`src/fault_input_detect.sv`:
```
// constants for the output-disable unit and the per-input fault detector
//
// Functional notes
// - nine active-low request inputs, each edge or low-level triggered
// - sampling clock is peripheral clock /1, /2, /4, /8, /16 or /128
// - low level accepted after 4, 8 or 16 consecutive low samples
// - a detected request condition disables the target outputs
// - main oscillator stop report disables the target outputs
// - both members of a timer complementary pair active disables outputs
// - both A and B of a PWM channel active disables outputs
// - analog comparator detection disables the target outputs
// - software can force the disable through its own request register
// - interrupt requests for input sampling and output overlap faults
// - targets are the listed timer and PWM timer output pins
// - four-bit mode per input: 0 edge, 1-6 low sampling, rest prohibited
// - per-input sticky flag, cleared by zero write after reading one
package poe_pkg;
   // ----------------------------------------------------------------
   // register map (byte offsets on the plain register port)
   // ----------------------------------------------------------------
   localparam int ADDR_W = 8;
   localparam int DATA_W = 32;
   localparam logic [7:0] REG_MODE_LO = 8'h00;
   localparam logic [7:0] REG_MODE_HI = 8'h04;
   localparam logic [7:0] REG_COUNT_SEL = 8'h08;
   localparam logic [7:0] REG_FLAGS = 8'h0C;
   localparam logic [7:0] REG_ENABLE = 8'h10;
   localparam logic [7:0] REG_SOFT = 8'h14;
   localparam logic [7:0] REG_STATUS = 8'h18;
   // ----------------------------------------------------------------
   // sources and flag positions
   // ----------------------------------------------------------------
   localparam int N_REQ = 9;
   localparam int N_FLAGS = 13;
   localparam int FLAG_OSC = 9;
   localparam int FLAG_CMP = 10;
   localparam int FLAG_MTU_OVL = 11;
   localparam int FLAG_PWM_OVL = 12;
   localparam int EN_IRQ_IN = 13;
   localparam int EN_IRQ_OVL = 14;
   localparam int EN_W = 15;
   localparam logic [14:0] ENABLE_RESET = 15'h1FFF;
   localparam int STAT_DISABLED = 9;
   localparam int STAT_OSC = 10;
   // ----------------------------------------------------------------
   // detection modes, sample counts, prescaler masks
   // ----------------------------------------------------------------
   localparam logic [3:0] MODE_EDGE = 4'h0;
   localparam logic [3:0] MODE_DIV8 = 4'h1;
   localparam logic [3:0] MODE_DIV16 = 4'h2;
   localparam logic [3:0] MODE_DIV128 = 4'h3;
   localparam logic [3:0] MODE_DIV1 = 4'h4;
   localparam logic [3:0] MODE_DIV2 = 4'h5;
   localparam logic [3:0] MODE_DIV4 = 4'h6;
   localparam logic [1:0] CNT_SEL_16 = 2'h0;
   localparam logic [1:0] CNT_SEL_8 = 2'h1;
   localparam logic [1:0] CNT_SEL_4 = 2'h2;
   localparam logic [4:0] SAMPLES_16 = 5'h10;
   localparam logic [4:0] SAMPLES_8 = 5'h08;
   localparam logic [4:0] SAMPLES_4 = 5'h04;
   localparam logic [6:0] MASK_DIV1 = 7'h00;
   localparam logic [6:0] MASK_DIV2 = 7'h01;
   localparam logic [6:0] MASK_DIV4 = 7'h03;
   localparam logic [6:0] MASK_DIV8 = 7'h07;
   localparam logic [6:0] MASK_DIV16 = 7'h0F;
   localparam logic [6:0] MASK_DIV128 = 7'h7F;

   // low-level sampling mode, prohibited codes excluded
   function automatic logic is_low_mode(input logic [3:0] mode);
      is_low_mode = (mode >= MODE_DIV8) && (mode <= MODE_DIV4);
   endfunction : is_low_mode

   // sampling strobe from the shared prescaler
   function automatic logic sample_tick(input logic [3:0] mode,
                                        input logic [6:0] pre);
      logic [6:0] mask;
      mask = MASK_DIV128;
      case (mode)
         MODE_DIV1: mask = MASK_DIV1;
         MODE_DIV2: mask = MASK_DIV2;
         MODE_DIV4: mask = MASK_DIV4;
         MODE_DIV8: mask = MASK_DIV8;
         MODE_DIV16: mask = MASK_DIV16;
         default: mask = MASK_DIV128;
      endcase
      sample_tick = is_low_mode(mode) && ((pre & mask) == MASK_DIV1);
   endfunction : sample_tick

   // consecutive low samples needed
   function automatic logic [4:0] sample_goal(input logic [1:0] sel);
      case (sel)
         CNT_SEL_8: sample_goal = SAMPLES_8;
         CNT_SEL_4: sample_goal = SAMPLES_4;
         default: sample_goal = SAMPLES_16;
      endcase
   endfunction : sample_goal

   typedef enum logic [1:0]
   {
      ST_WATCH = 2'b00,
      ST_LOW = 2'b01,
      ST_HELD = 2'b10
   } det_state_t;
endpackage : poe_pkg

`timescale 1ns/1ps
module fault_input_detect
(
   // clock and reset
   input wire logic clock,
   input wire logic rst,
   // request pin, active low
   input wire logic pin_n,
   // configuration
   input wire logic [3:0] mode,
   input wire logic [1:0] count_sel,
   input wire logic [6:0] prescale,
   // one-cycle detection pulse
   output logic detect_r
);
   poe_pkg::det_state_t state_r;
   logic prev_r;
   logic [4:0] run_r;
   logic tick;
   logic [4:0] goal;
   logic [4:0] run_nxt;

   assign tick = poe_pkg::sample_tick(mode, prescale);
   assign goal = poe_pkg::sample_goal(count_sel);
   assign run_nxt = run_r + 5'h01;

   // previous pin level for edge detection
   always_ff @(posedge clock)
   begin
      if (rst)
         prev_r <= 1'b1;
      else
         prev_r <= pin_n;
   end

   // watch / count low samples / wait for release
   always_ff @(posedge clock)
   begin
      if (rst)
      begin
         state_r <= poe_pkg::ST_WATCH;
         run_r <= 5'h00;
         detect_r <= 1'b0;
      end
      else
      begin
         detect_r <= 1'b0;
         case (state_r)
            poe_pkg::ST_WATCH:
            begin
               run_r <= 5'h00;
               if (mode == poe_pkg::MODE_EDGE && prev_r && !pin_n)
                  detect_r <= 1'b1;
               else if (tick && !pin_n)
               begin
                  run_r <= 5'h01;
                  state_r <= poe_pkg::ST_LOW;
               end
            end
            poe_pkg::ST_LOW:
            begin
               // a change to edge or a prohibited mode mid-count abandons the run
               if (!poe_pkg::is_low_mode(mode) || pin_n)
                  state_r <= poe_pkg::ST_WATCH;
               else if (tick)
               begin
                  run_r <= run_nxt;
                  if (run_nxt == goal)
                  begin
                     detect_r <= 1'b1;
                     state_r <= poe_pkg::ST_HELD;
                  end
               end
            end
            poe_pkg::ST_HELD:
            begin
               // one report per low episode; the flag is sticky anyway
               if (pin_n)
                  state_r <= poe_pkg::ST_WATCH;
            end
            default: state_r <= poe_pkg::ST_WATCH;
         endcase
      end
   end
endmodule : fault_input_detect

```
`src/port_output_disable_control.sv`:
```
// emergency output-disable unit with plain register port
`timescale 1ns/1ps
module port_output_disable_control
#(
   parameter int MTU_PAIRS = 6,
   parameter int PWM_CH = 9,
   parameter int MTU_PINS = 20,
   parameter int PWM_PINS = 20
)
(
   // clock and reset
   input wire logic clock,
   input wire logic rst,
   // register port
   input wire logic [poe_pkg::ADDR_W-1:0] addr,
   input wire logic [poe_pkg::DATA_W-1:0] wdata,
   input wire logic wr,
   input wire logic rd,
   output logic [poe_pkg::DATA_W-1:0] rdata_r,
   // fault request pins, active low
   input wire logic fault_request_in_0_n,
   input wire logic fault_request_in_4_n,
   input wire logic fault_request_in_8_n,
   input wire logic fault_request_in_9_n,
   input wire logic fault_request_in_10_n,
   input wire logic fault_request_in_11_n,
   input wire logic fault_request_in_12_n,
   input wire logic fault_request_in_13_n,
   input wire logic fault_request_in_14_n,
   // other fault sources
   input wire logic osc_stop_detected,
   input wire logic analog_comparator_unit_detect,
   // timer outputs watched for overlap, active high
   input wire logic [MTU_PAIRS-1:0] mtu_pair_a,
   input wire logic [MTU_PAIRS-1:0] mtu_pair_b,
   input wire logic [PWM_CH-1:0] pwm_out_a,
   input wire logic [PWM_CH-1:0] pwm_out_b,
   // pin release to general-purpose port, high = disabled
   output logic [MTU_PINS-1:0] mtu_pin_release_r,
   output logic [PWM_PINS-1:0] pwm_pin_release_r,
   // interrupt requests
   output logic input_irq_r,
   output logic overlap_irq_r
);
   localparam int NF = poe_pkg::N_FLAGS;
   localparam int NR = poe_pkg::N_REQ;

   // ----------------------------------------------------------------
   // registers and wiring
   // ----------------------------------------------------------------
   logic [NR-1:0] pins_n;
   logic [NR-1:0] det;
   logic [6:0] prescale_r;
   logic [4*NR-1:0] mode_r;
   logic [2*NR-1:0] cnt_sel_r;
   logic [NF-1:0] flags_r;
   logic [NF-1:0] seen_r;
   logic [poe_pkg::EN_W-1:0] enable_r;
   logic software_disable_request_reg_r;
   logic [NF-1:0] set_ev;
   logic [NF-1:0] clr_ok;
   logic [NF-1:0] clr_req;
   logic wr_flags;
   logic rd_flags;
   logic mtu_off_nxt;
   logic pwm_off_nxt;
   logic [poe_pkg::DATA_W-1:0] rdata_nxt;

   assign pins_n = {fault_request_in_14_n, fault_request_in_13_n,
                    fault_request_in_12_n, fault_request_in_11_n,
                    fault_request_in_10_n, fault_request_in_9_n,
                    fault_request_in_8_n, fault_request_in_4_n,
                    fault_request_in_0_n};
   assign wr_flags = wr && (addr == poe_pkg::REG_FLAGS);
   assign rd_flags = rd && (addr == poe_pkg::REG_FLAGS);

   // shared free-running prescaler for the sampling clocks
   always_ff @(posedge clock)
   begin
      if (rst)
         prescale_r <= 7'h00;
      else
         prescale_r <= prescale_r + 7'h01;
   end

   // ----------------------------------------------------------------
   // per-input detectors
   // ----------------------------------------------------------------
   for (genvar i = 0; i < NR; i++)
   begin : g_req
      fault_input_detect u_det
      (
         .clock(clock),
         .rst(rst),
         .pin_n(pins_n[i]),
         .mode(mode_r[4*i +: 4]),
         .count_sel(cnt_sel_r[2*i +: 2]),
         .prescale(prescale_r),
         .detect_r(det[i])
      );
   end

   // ----------------------------------------------------------------
   // configuration registers
   // ----------------------------------------------------------------
   // mode and sample-count fields, reset to edge detection
   always_ff @(posedge clock)
   begin
      if (rst)
      begin
         mode_r <= '0;
         cnt_sel_r <= '0;
      end
      else if (wr)
      begin
         case (addr)
            poe_pkg::REG_MODE_LO: mode_r[31:0] <= wdata;
            poe_pkg::REG_MODE_HI: mode_r[4*NR-1:32] <= wdata[3:0];
            poe_pkg::REG_COUNT_SEL: cnt_sel_r <= wdata[2*NR-1:0];
            default: ;
         endcase
      end
   end

   // source and interrupt enables
   always_ff @(posedge clock)
   begin
      if (rst)
         enable_r <= poe_pkg::ENABLE_RESET;
      else if (wr && addr == poe_pkg::REG_ENABLE)
         enable_r <= wdata[poe_pkg::EN_W-1:0];
   end

   // software request, held until software writes zero
   always_ff @(posedge clock)
   begin
      if (rst)
         software_disable_request_reg_r <= 1'b0;
      else if (wr && addr == poe_pkg::REG_SOFT)
         software_disable_request_reg_r <= wdata[0];
   end

   // ----------------------------------------------------------------
   // sticky flags
   // ----------------------------------------------------------------
   // events from every source in one vector
   always_comb
   begin
      set_ev = '0;
      set_ev[NR-1:0] = det;
      set_ev[poe_pkg::FLAG_OSC] = osc_stop_detected;
      set_ev[poe_pkg::FLAG_CMP] = analog_comparator_unit_detect;
      set_ev[poe_pkg::FLAG_MTU_OVL] = |(mtu_pair_a & mtu_pair_b);
      set_ev[poe_pkg::FLAG_PWM_OVL] = |(pwm_out_a & pwm_out_b);
   end

   // a low-level flag may only clear while its pin is back high
   always_comb
   begin
      clr_ok = '1;
      for (int i = 0; i < NR; i++)
      begin
         if (poe_pkg::is_low_mode(mode_r[4*i +: 4]) && !pins_n[i])
            clr_ok[i] = 1'b0;
      end
      clr_req = {NF{wr_flags}} & ~wdata[NF-1:0] & seen_r & clr_ok;
   end

   // set wins over a clear in the same cycle
   always_ff @(posedge clock)
   begin
      if (rst)
         flags_r <= '0;
      else
         flags_r <= (flags_r & ~clr_req) | set_ev;
   end

   // bits read as one arm the zero-write clear; any flag write disarms
   always_ff @(posedge clock)
   begin
      if (rst)
         seen_r <= '0;
      else if (wr_flags)
         seen_r <= '0;
      else if (rd_flags)
         seen_r <= seen_r | flags_r;
   end

   // ----------------------------------------------------------------
   // disable outputs
   // ----------------------------------------------------------------
   // overlap of one timer family only silences that family
   always_comb
   begin
      logic [NF-1:0] act;
      act = flags_r & enable_r[NF-1:0];
      mtu_off_nxt = (|act[poe_pkg::FLAG_CMP:0]) || act[poe_pkg::FLAG_MTU_OVL]
         || software_disable_request_reg_r;
      pwm_off_nxt = (|act[poe_pkg::FLAG_CMP:0]) || act[poe_pkg::FLAG_PWM_OVL]
         || software_disable_request_reg_r;
   end

   // registered release; targets stay off as long as an enabled flag for them is set
   always_ff @(posedge clock)
   begin
      if (rst)
      begin
         mtu_pin_release_r <= '0;
         pwm_pin_release_r <= '0;
      end
      else
      begin
         mtu_pin_release_r <= {MTU_PINS{mtu_off_nxt}};
         pwm_pin_release_r <= {PWM_PINS{pwm_off_nxt}};
      end
   end

   // interrupt requests follow the sticky flags
   always_ff @(posedge clock)
   begin
      if (rst)
      begin
         input_irq_r <= 1'b0;
         overlap_irq_r <= 1'b0;
      end
      else
      begin
         input_irq_r <= enable_r[poe_pkg::EN_IRQ_IN]
            && (|flags_r[NR-1:0]);
         overlap_irq_r <= enable_r[poe_pkg::EN_IRQ_OVL]
            && (flags_r[poe_pkg::FLAG_MTU_OVL]
                || flags_r[poe_pkg::FLAG_PWM_OVL]);
      end
   end

   // ----------------------------------------------------------------
   // read port
   // ----------------------------------------------------------------
   // unmapped offsets read zero
   always_comb
   begin
      rdata_nxt = '0;
      case (addr)
         poe_pkg::REG_MODE_LO: rdata_nxt = mode_r[31:0];
         poe_pkg::REG_MODE_HI: rdata_nxt[3:0] = mode_r[4*NR-1:32];
         poe_pkg::REG_COUNT_SEL: rdata_nxt[2*NR-1:0] = cnt_sel_r;
         poe_pkg::REG_FLAGS: rdata_nxt[NF-1:0] = flags_r;
         poe_pkg::REG_ENABLE: rdata_nxt[poe_pkg::EN_W-1:0] = enable_r;
         poe_pkg::REG_SOFT: rdata_nxt[0] = software_disable_request_reg_r;
         poe_pkg::REG_STATUS:
         begin
            rdata_nxt[NR-1:0] = pins_n;
            rdata_nxt[poe_pkg::STAT_DISABLED] = mtu_pin_release_r[0]
               || pwm_pin_release_r[0];
            rdata_nxt[poe_pkg::STAT_OSC] = osc_stop_detected;
         end
         default: rdata_nxt = '0;
      endcase
   end

   // data stand one cycle after the strobe, zero otherwise
   always_ff @(posedge clock)
   begin
      if (rst)
         rdata_r <= '0;
      else if (rd)
         rdata_r <= rdata_nxt;
      else
         rdata_r <= '0;
   end
endmodule : port_output_disable_control

```
`config.mk`:
```
export PLATFORM = sky130hd
export DESIGN_NAME = port_output_disable_control
export DESIGN_NICKNAME = d
export VERILOG_FILES = /design/src/fault_input_detect.sv /design/src/port_output_disable_control.sv
export SDC_FILE = /design/constraint.sdc
export NUM_CORES = 1
export LEC_CHECK = 0
export BUFFER_PORTS_ARGS = -buffer_cell sky130_fd_sc_hd__buf_2
export CAP_MARGIN = 20
export CORE_MARGIN = 8
export CORE_UTILIZATION = 45
export DETAILED_ROUTE_END_ITERATION = 8
export PLACE_DENSITY = 0.65
export SYNTH_ARGS = -nofsm -noshare
export SYNTH_HDL_FRONTEND = slang
export SYNTH_HIERARCHICAL = 1
export SYNTH_SLANG_ARGS = --single-unit
```
`constraint.sdc`:
```
create_clock -name clock -period 5.25 [get_ports clock]
set_input_delay 1.05 -clock clock [delete_from_list [all_inputs] [get_ports clock]]
set_output_delay 1.05 -clock clock [all_outputs]
set_load 0.02 [all_outputs]
```
# Yosys cells after proc, flatten, opt, wreduce, memory -nomap -nowiden
# Cells that the tools add are included.
[totals] word_cells=603 reg_bits=220
[op_classes] n_mux=186 addsub=10 order_cmp=18 eq_ne=159 n_reduce_logical=158 bitwise_logic=22
[ops] cell="one-hot mux 7 bit (5 select lines)" count=10
[ops] cell="one-hot mux 5 bit (2 select lines)" count=18
[ops] cell="two-way mux 5 bit" count=27
[ops] cell="== test 4 x 3 -> 1 bit (second input constant)" count=27
[ops] cell="two-way mux 2 bit" count=54
[ops] cell="AND 13 bit" count=5
[ops] cell="AND 7 bit" count=9
[ops] cell="zero test 7 bit" count=9
[ops] cell="logical AND 1 bit" count=60
[ops] cell="one-hot mux 2 bit (3 select lines)" count=10
[ops] cell="two-way mux 1 bit" count=54
[ops] cell="inequality test 2 bit (second input constant)" count=27
[ops] cell="inequality test 3 x 1 -> 1 bit (second input constant)" count=18
[ops] cell="adder 5 x 1 -> 5 bit (second input constant)" count=9
[ops] cell="== test 5 bit" count=9
[ops] cell="AND reduction 5 bit" count=9
[ops] cell="== test 2 x 1 -> 1 bit (second input constant)" count=18
[ops] cell="== test 2 bit (second input constant)" count=18
[ops] cell="== test 4 x 1 -> 1 bit (second input constant)" count=9
[ops] cell="== test 4 x 2 -> 1 bit (second input constant)" count=9
[ops] cell="greater-or-equal comparator 4 x 1 -> 1 bit (second input constant)" count=9
[ops] cell="<= comparator 4 x 3 -> 1 bit (second input constant)" count=9
[ops] cell="zero test 4 bit" count=9
[ops] cell="inequality test 2 x 1 -> 1 bit (second input constant)" count=18
[ops] cell="26 further kinds" count=99

# Logic depth before layout (Yosys ltp)
[logic_depth] ltp_word=9 mapped_depth=8 depth_no_buf=7

# Modules after synthesis
# Netlist, hierarchy kept.
[by_module_without_submodules] mod="fault_input_detect" seq_area_each_um2=180.2 n_inst=9 cells_per_inst=83 area_each_um2=675.6
[by_module_without_submodules] mod="port_output_disable_control" seq_area_each_um2=2782.7 n_inst=1 cells_per_inst=706 area_each_um2=6015.8

# Least setup slack after synthesis
# No wires, ideal clock.
[synth_timing] kind="input to register" from="input addr[3] in the netlist's numbering" to="register cnt_sel_r[10]" n_path_buf=2 slack_ns=2.945 t_arrival_ns=2.172 required_ns=5.118 stages=6 path_cell_list="buf_2 nor4b_4 nand3_1 clkbuf_1 nand2_1 a21oi_1"
[synth_via] elab_chain_cells=2
[synth_lines] element="start: declaration" line_no="port_output_disable_control.sv:15" text="input wire logic [poe_pkg::ADDR_W-1:0] addr,"
[synth_lines] element="== test 8 x 4 -> 1 bit" line_no="port_output_disable_control.sv:116" text="case (addr)"
[synth_lines] element="AND reduction 2 bit (no source line)"
[synth_lines] element="end signal: assignment" line_no="port_output_disable_control.sv:119" text="poe_pkg::REG_COUNT_SEL: cnt_sel_r <= wdata[2*NR-1:0];"
[synth_lines] element="end: declaration" line_no="port_output_disable_control.sv:55" text="logic [2*NR-1:0] cnt_sel_r;"
# No other way between the ends.
# A chain may end at the register's enable or synchronous reset.

# Final worst setup path
[layout_timing] from="input addr[3] in the netlist's numbering" to="register cnt_sel_r[8]"
# The elaborated chain is that of the path after synthesis.

==> impl_metrics.yaml <==
routing:
  via_density_per_instance: 5.90
  drt_iter0_markers: 876
  ant_nets: 0
  route.vias.total: 11244
  wire_per_inst_um: 19.1
  drt_pass1_iterations: 5
  post-route-drc-count: 0
  routed_wire_length_um: 36400
power:
  sequentialPowerShare_pct: 45.5
  power.share.switching_pct: 24.3
  combinationalPowerShare_pct: 7.6
  cellLeakagePower_nw: 5.32
  finalPower_mw: 3.78
  switching_power_summed_over_all_nets_mw: 0.920
  power.ir.vdd_worst_v: 0.000170
  power.share.clock_pct: 46.9
  power.density_nw_per_um2: 277
  cellInternalPower_mw: 2.87
clocking:
  cts.path.max_buffers: 3
  cts.repair_timing.setup_buffer_count: 0
  clock_tree.htree_level_count: 1
  clock-sinks: 220
  insertion_delay_of_the_later_clocked_pin_in_the_worst_skew_pair_ns: 0.53
  path_clk_slew_ns: 0.06
  numCtsBuffers: 25
  cts_resized: 0
  clock_tree_from_tritoncts: "built"
  clock-root-buffer: "clkbuf_16"
  cts_hold_buf: 0
timing:
  least_margin_pin_slew_ns: 1.07
  final_min_period_over_clock_period_pct: 52.6
  final_hold_viol_count: 0
  timing.final.max_slew_violations: 0
  final_critical_path_setup_slack_ns: 2.49
  finalSetupViolations: 0
  period_minus_slack_ns: 2.76
  clock.fmax_mhz: 362
  finalClockSkew_ns: 0.0157
  timing.max_slew.rel_slack_pct: 28.3
  rsz0062_at_grt: "false"
  setup_total_negative_slack_ns: 0
placement:
  place.detailed.hpwl_um: 25600
  io_buffer_count: 158
  post-place-cells: 1861
  gp_congestion: 0.928
  place_worst_setup_slack_ns: 2.08
  area_post_placement_um2: 12800
layout:
  final_layout_size_suffix_gt1_share_pct: 18.6
  layout.cells.most_common: "dfxtp_1"
  final-instance-count-excl-fill: 1906
  final_cell_mix: "dfxtp_1, nand2_1, buf_2"
  final_net_count: 1660
  final_cell_area_um2: 13600
  area_delta_synth_final_pct: 12.8
worst_setup_path:
  crit_type: "input port to flip-flop"
  crit_arrival_ns: 3.14
  worst_ep_required_time_ns: 5.63
  crit_fanout: 27
  critPathCaptureType: "flip-flop"
  rr_startpoint: "prescale_r[2]$_SDFF_PP0_"
  timing.reg2reg.worst_path_depth: 6
  worst_r2r_endpoint: "g_req[7].u_det/state_r[0]$_SDFFE_PP0P_"
  startpoint_type: "input port"
  worst-r2r-setup-slack_ns: 2.93
hold_path:
  min_to: "flags_r[7]$_SDFF_PP0_"
  hold_depth: 2
  timing.hold.worst.start: "g_req[7].u_det/detect_r$_SDFF_PP0_"
  hold_class: "flip-flop to flip-flop"
synth:
  edff_count_synth: 0
  postSynth.asyncResetShare_pct: 0
  synth_top_family_by_area: "simple AND/OR/NAND/NOR gates"
  synth_compound_gate_area_share_pct: 18.5
  primary_flip_flop_cell_chosen_by_synthesis_mapping: "dfxtp_1"
  syn-instance-count: 1453
  synth.mux.area_fraction_pct: 3.78
  syn_area_um2: 12100
  synth_warnings: 6
  yosys_register_bits: 220
  synth_xor_xnor_area_share_pct: 2.32
  yosys.area_share.adder_pct: 2.90
  mappedNetlistNets: 1566
  synth-simple-area-share_pct: 29.0
  synthDistinctLibCells: 59
  synth-seq-area-share_pct: 36.4
  synth_area_per_cell_um2: 8.33
global_routing:
  grt_start_max_net_pins: 120
  first_global_vias: 10846
  antenna_found_initial: 4
  grt_pass1_wl_um: 58300
  groute.usage.overall_pct: 21.7
  total_overflow_reported_by_the_global_router: 0
status:
  status: "complete, no violations"
floorplanning:
  pin_count: 159
  chipHeight_um: 180
  initial_utilization_pct: 45.4
  core_area_um2: 26700
  placement_rows: 60
  floorplan.die_area_um2: 32400
  horizontal_die_dimension_um: 180
job:
  max_cap_violations: 0
critical path: stages:
cell     delay [ns]
buf_2          0.50
nor4b_4        0.49
nand3_1        0.69
nand2_1        0.29
a21oi_1        0.09
metrics by stage:
step	hold WS [ns]	util [%]
5_1_grt	0.447	51.2
6_report	0.426	51.2
4_1_cts	0.426	51.2
2_1_floorplan	0.411	-
3_3_place_gp	0.414	48.1
3_5_place_dp	0.418	48.1
cell families (layout without fill, tap and decap cells):
group,count (synthesis),in the layout
DFF,220,220
xor gates and xnor gates,32,32
muxes,43,43
AOI/OAI and AO/OA,313,313
and+or+nand+nor,638,638
buffers and inverters,179,289
other,0,2
adders and majority gates,28,28
power by group through the flow:
stage          logic (mW)  clock network, mW  registers, mW
2_1_floorplan       0.200                  0           1.75
3_3_place_gp        0.282                  0           1.76
3_5_place_dp        0.286                  0           1.76
4_1_cts             0.287               1.80           1.72
5_1_grt             0.311               1.87           1.72
6_report            0.289               1.77           1.72
routing by layer:
layer	track usage [%]	wire length [µm]	vias up
met5	0	36	-
met4	5.20	816	6
met2	36.0	16500	497
met1	28.1	15700	5320
met3	4.88	3330	59
li1	-	-	5362
cell usage after synthesis (all sizes together) (2+ instances only):
| cell | number | area, µm² |
|---|---|---|
| nand3b | 14 | 105 |
| nand2 | 195 | 732 |
| o21ai | 14 | 70.1 |
| a2111oi | 9 | 135 |
| nor4b | 23 | 350 |
| a32oi | 2 | 17.5 |
| a22o | 10 | 87.6 |
| dfxtp | 220 | 4400 |
| o31ai | 9 | 67.6 |
| a311oi | 28 | 302 |
| mux2i | 31 | 310 |
| a211oi | 9 | 67.6 |
| ha | 28 | 350 |
| nand2b | 23 | 144 |
| a221oi | 14 | 123 |
| and3 | 41 | 257 |
| xor2 | 11 | 96.3 |
| or3 | 39 | 249 |
| o2111ai | 9 | 78.8 |
| a21o | 10 | 75.1 |
| and2 | 24 | 150 |
| clkbuf | 36 | 135 |
| buf | 60 | 412 |
| nor2b | 12 | 75.1 |
| nor4 | 22 | 153 |
| a21oi | 115 | 576 |
| a31oi | 15 | 93.8 |
| mux2 | 11 | 124 |
| nor3 | 61 | 412 |
| o41ai | 9 | 78.8 |
| or2 | 19 | 119 |
| inv | 83 | 312 |
| o22ai | 15 | 93.8 |
| xnor2 | 21 | 184 |
| or3b | 9 | 78.8 |
| nor2 | 115 | 432 |
| o2111a | 9 | 101 |
| nand3 | 24 | 120 |
| nor3b | 11 | 82.6 |
| nand4 | 4 | 31.3 |
| a22oi | 33 | 248 |
how the worst max path moves through the flow:
stage                  from  slack, ns  depth (start not counted)                    endpoint
floorplan           addr[3]       2.95                          6  cnt_sel_r[10]$_SDFFE_PP0P_
global placement        rst       2.10                          5      rdata_r[24]$_SDFF_PP0_
detailed placement  addr[3]       2.08                          5   cnt_sel_r[8]$_SDFFE_PP0P_
CTS                 addr[3]       2.62                          5   cnt_sel_r[8]$_SDFFE_PP0P_
global route        addr[3]       2.44                          5   cnt_sel_r[1]$_SDFFE_PP0P_
finish              addr[3]       2.49                          5   cnt_sel_r[8]$_SDFFE_PP0P_
sequential cells by signal, summed over array words and instances, names as in the netlist:
signal,count
g_req.u_det/prev_r,9
software_disable_request_reg_r,1
g_req.u_det/state_r,18
g_req.u_det/run_r,45
mode_r,36
pwm_pin_release_r,1
seen_r,13
enable_r,15
input_irq_r,1
mtu_pin_release_r,1
g_req.u_det/detect_r,9
cnt_sel_r,18
overlap_irq_r,1
prescale_r,7
flags_r,13
rdata_r,32
final cells by class:
| type | instances | area [µm²] |
|---|---|---|
| diodes | 2 | 5.00 |
| well taps | 341 | 427 |
| clock buffers | 37 | 711 |
| multi-input cells | 1054 | 6830 |
| clock inverters | 6 | 109 |
| repair buffers | 163 | 847 |
| inverters | 83 | 312 |
| flip-flops and latches | 220 | 4400 |
| fillers | 2494 | 13000 |
Note: power is estimated with default switching activity, not from simulation.
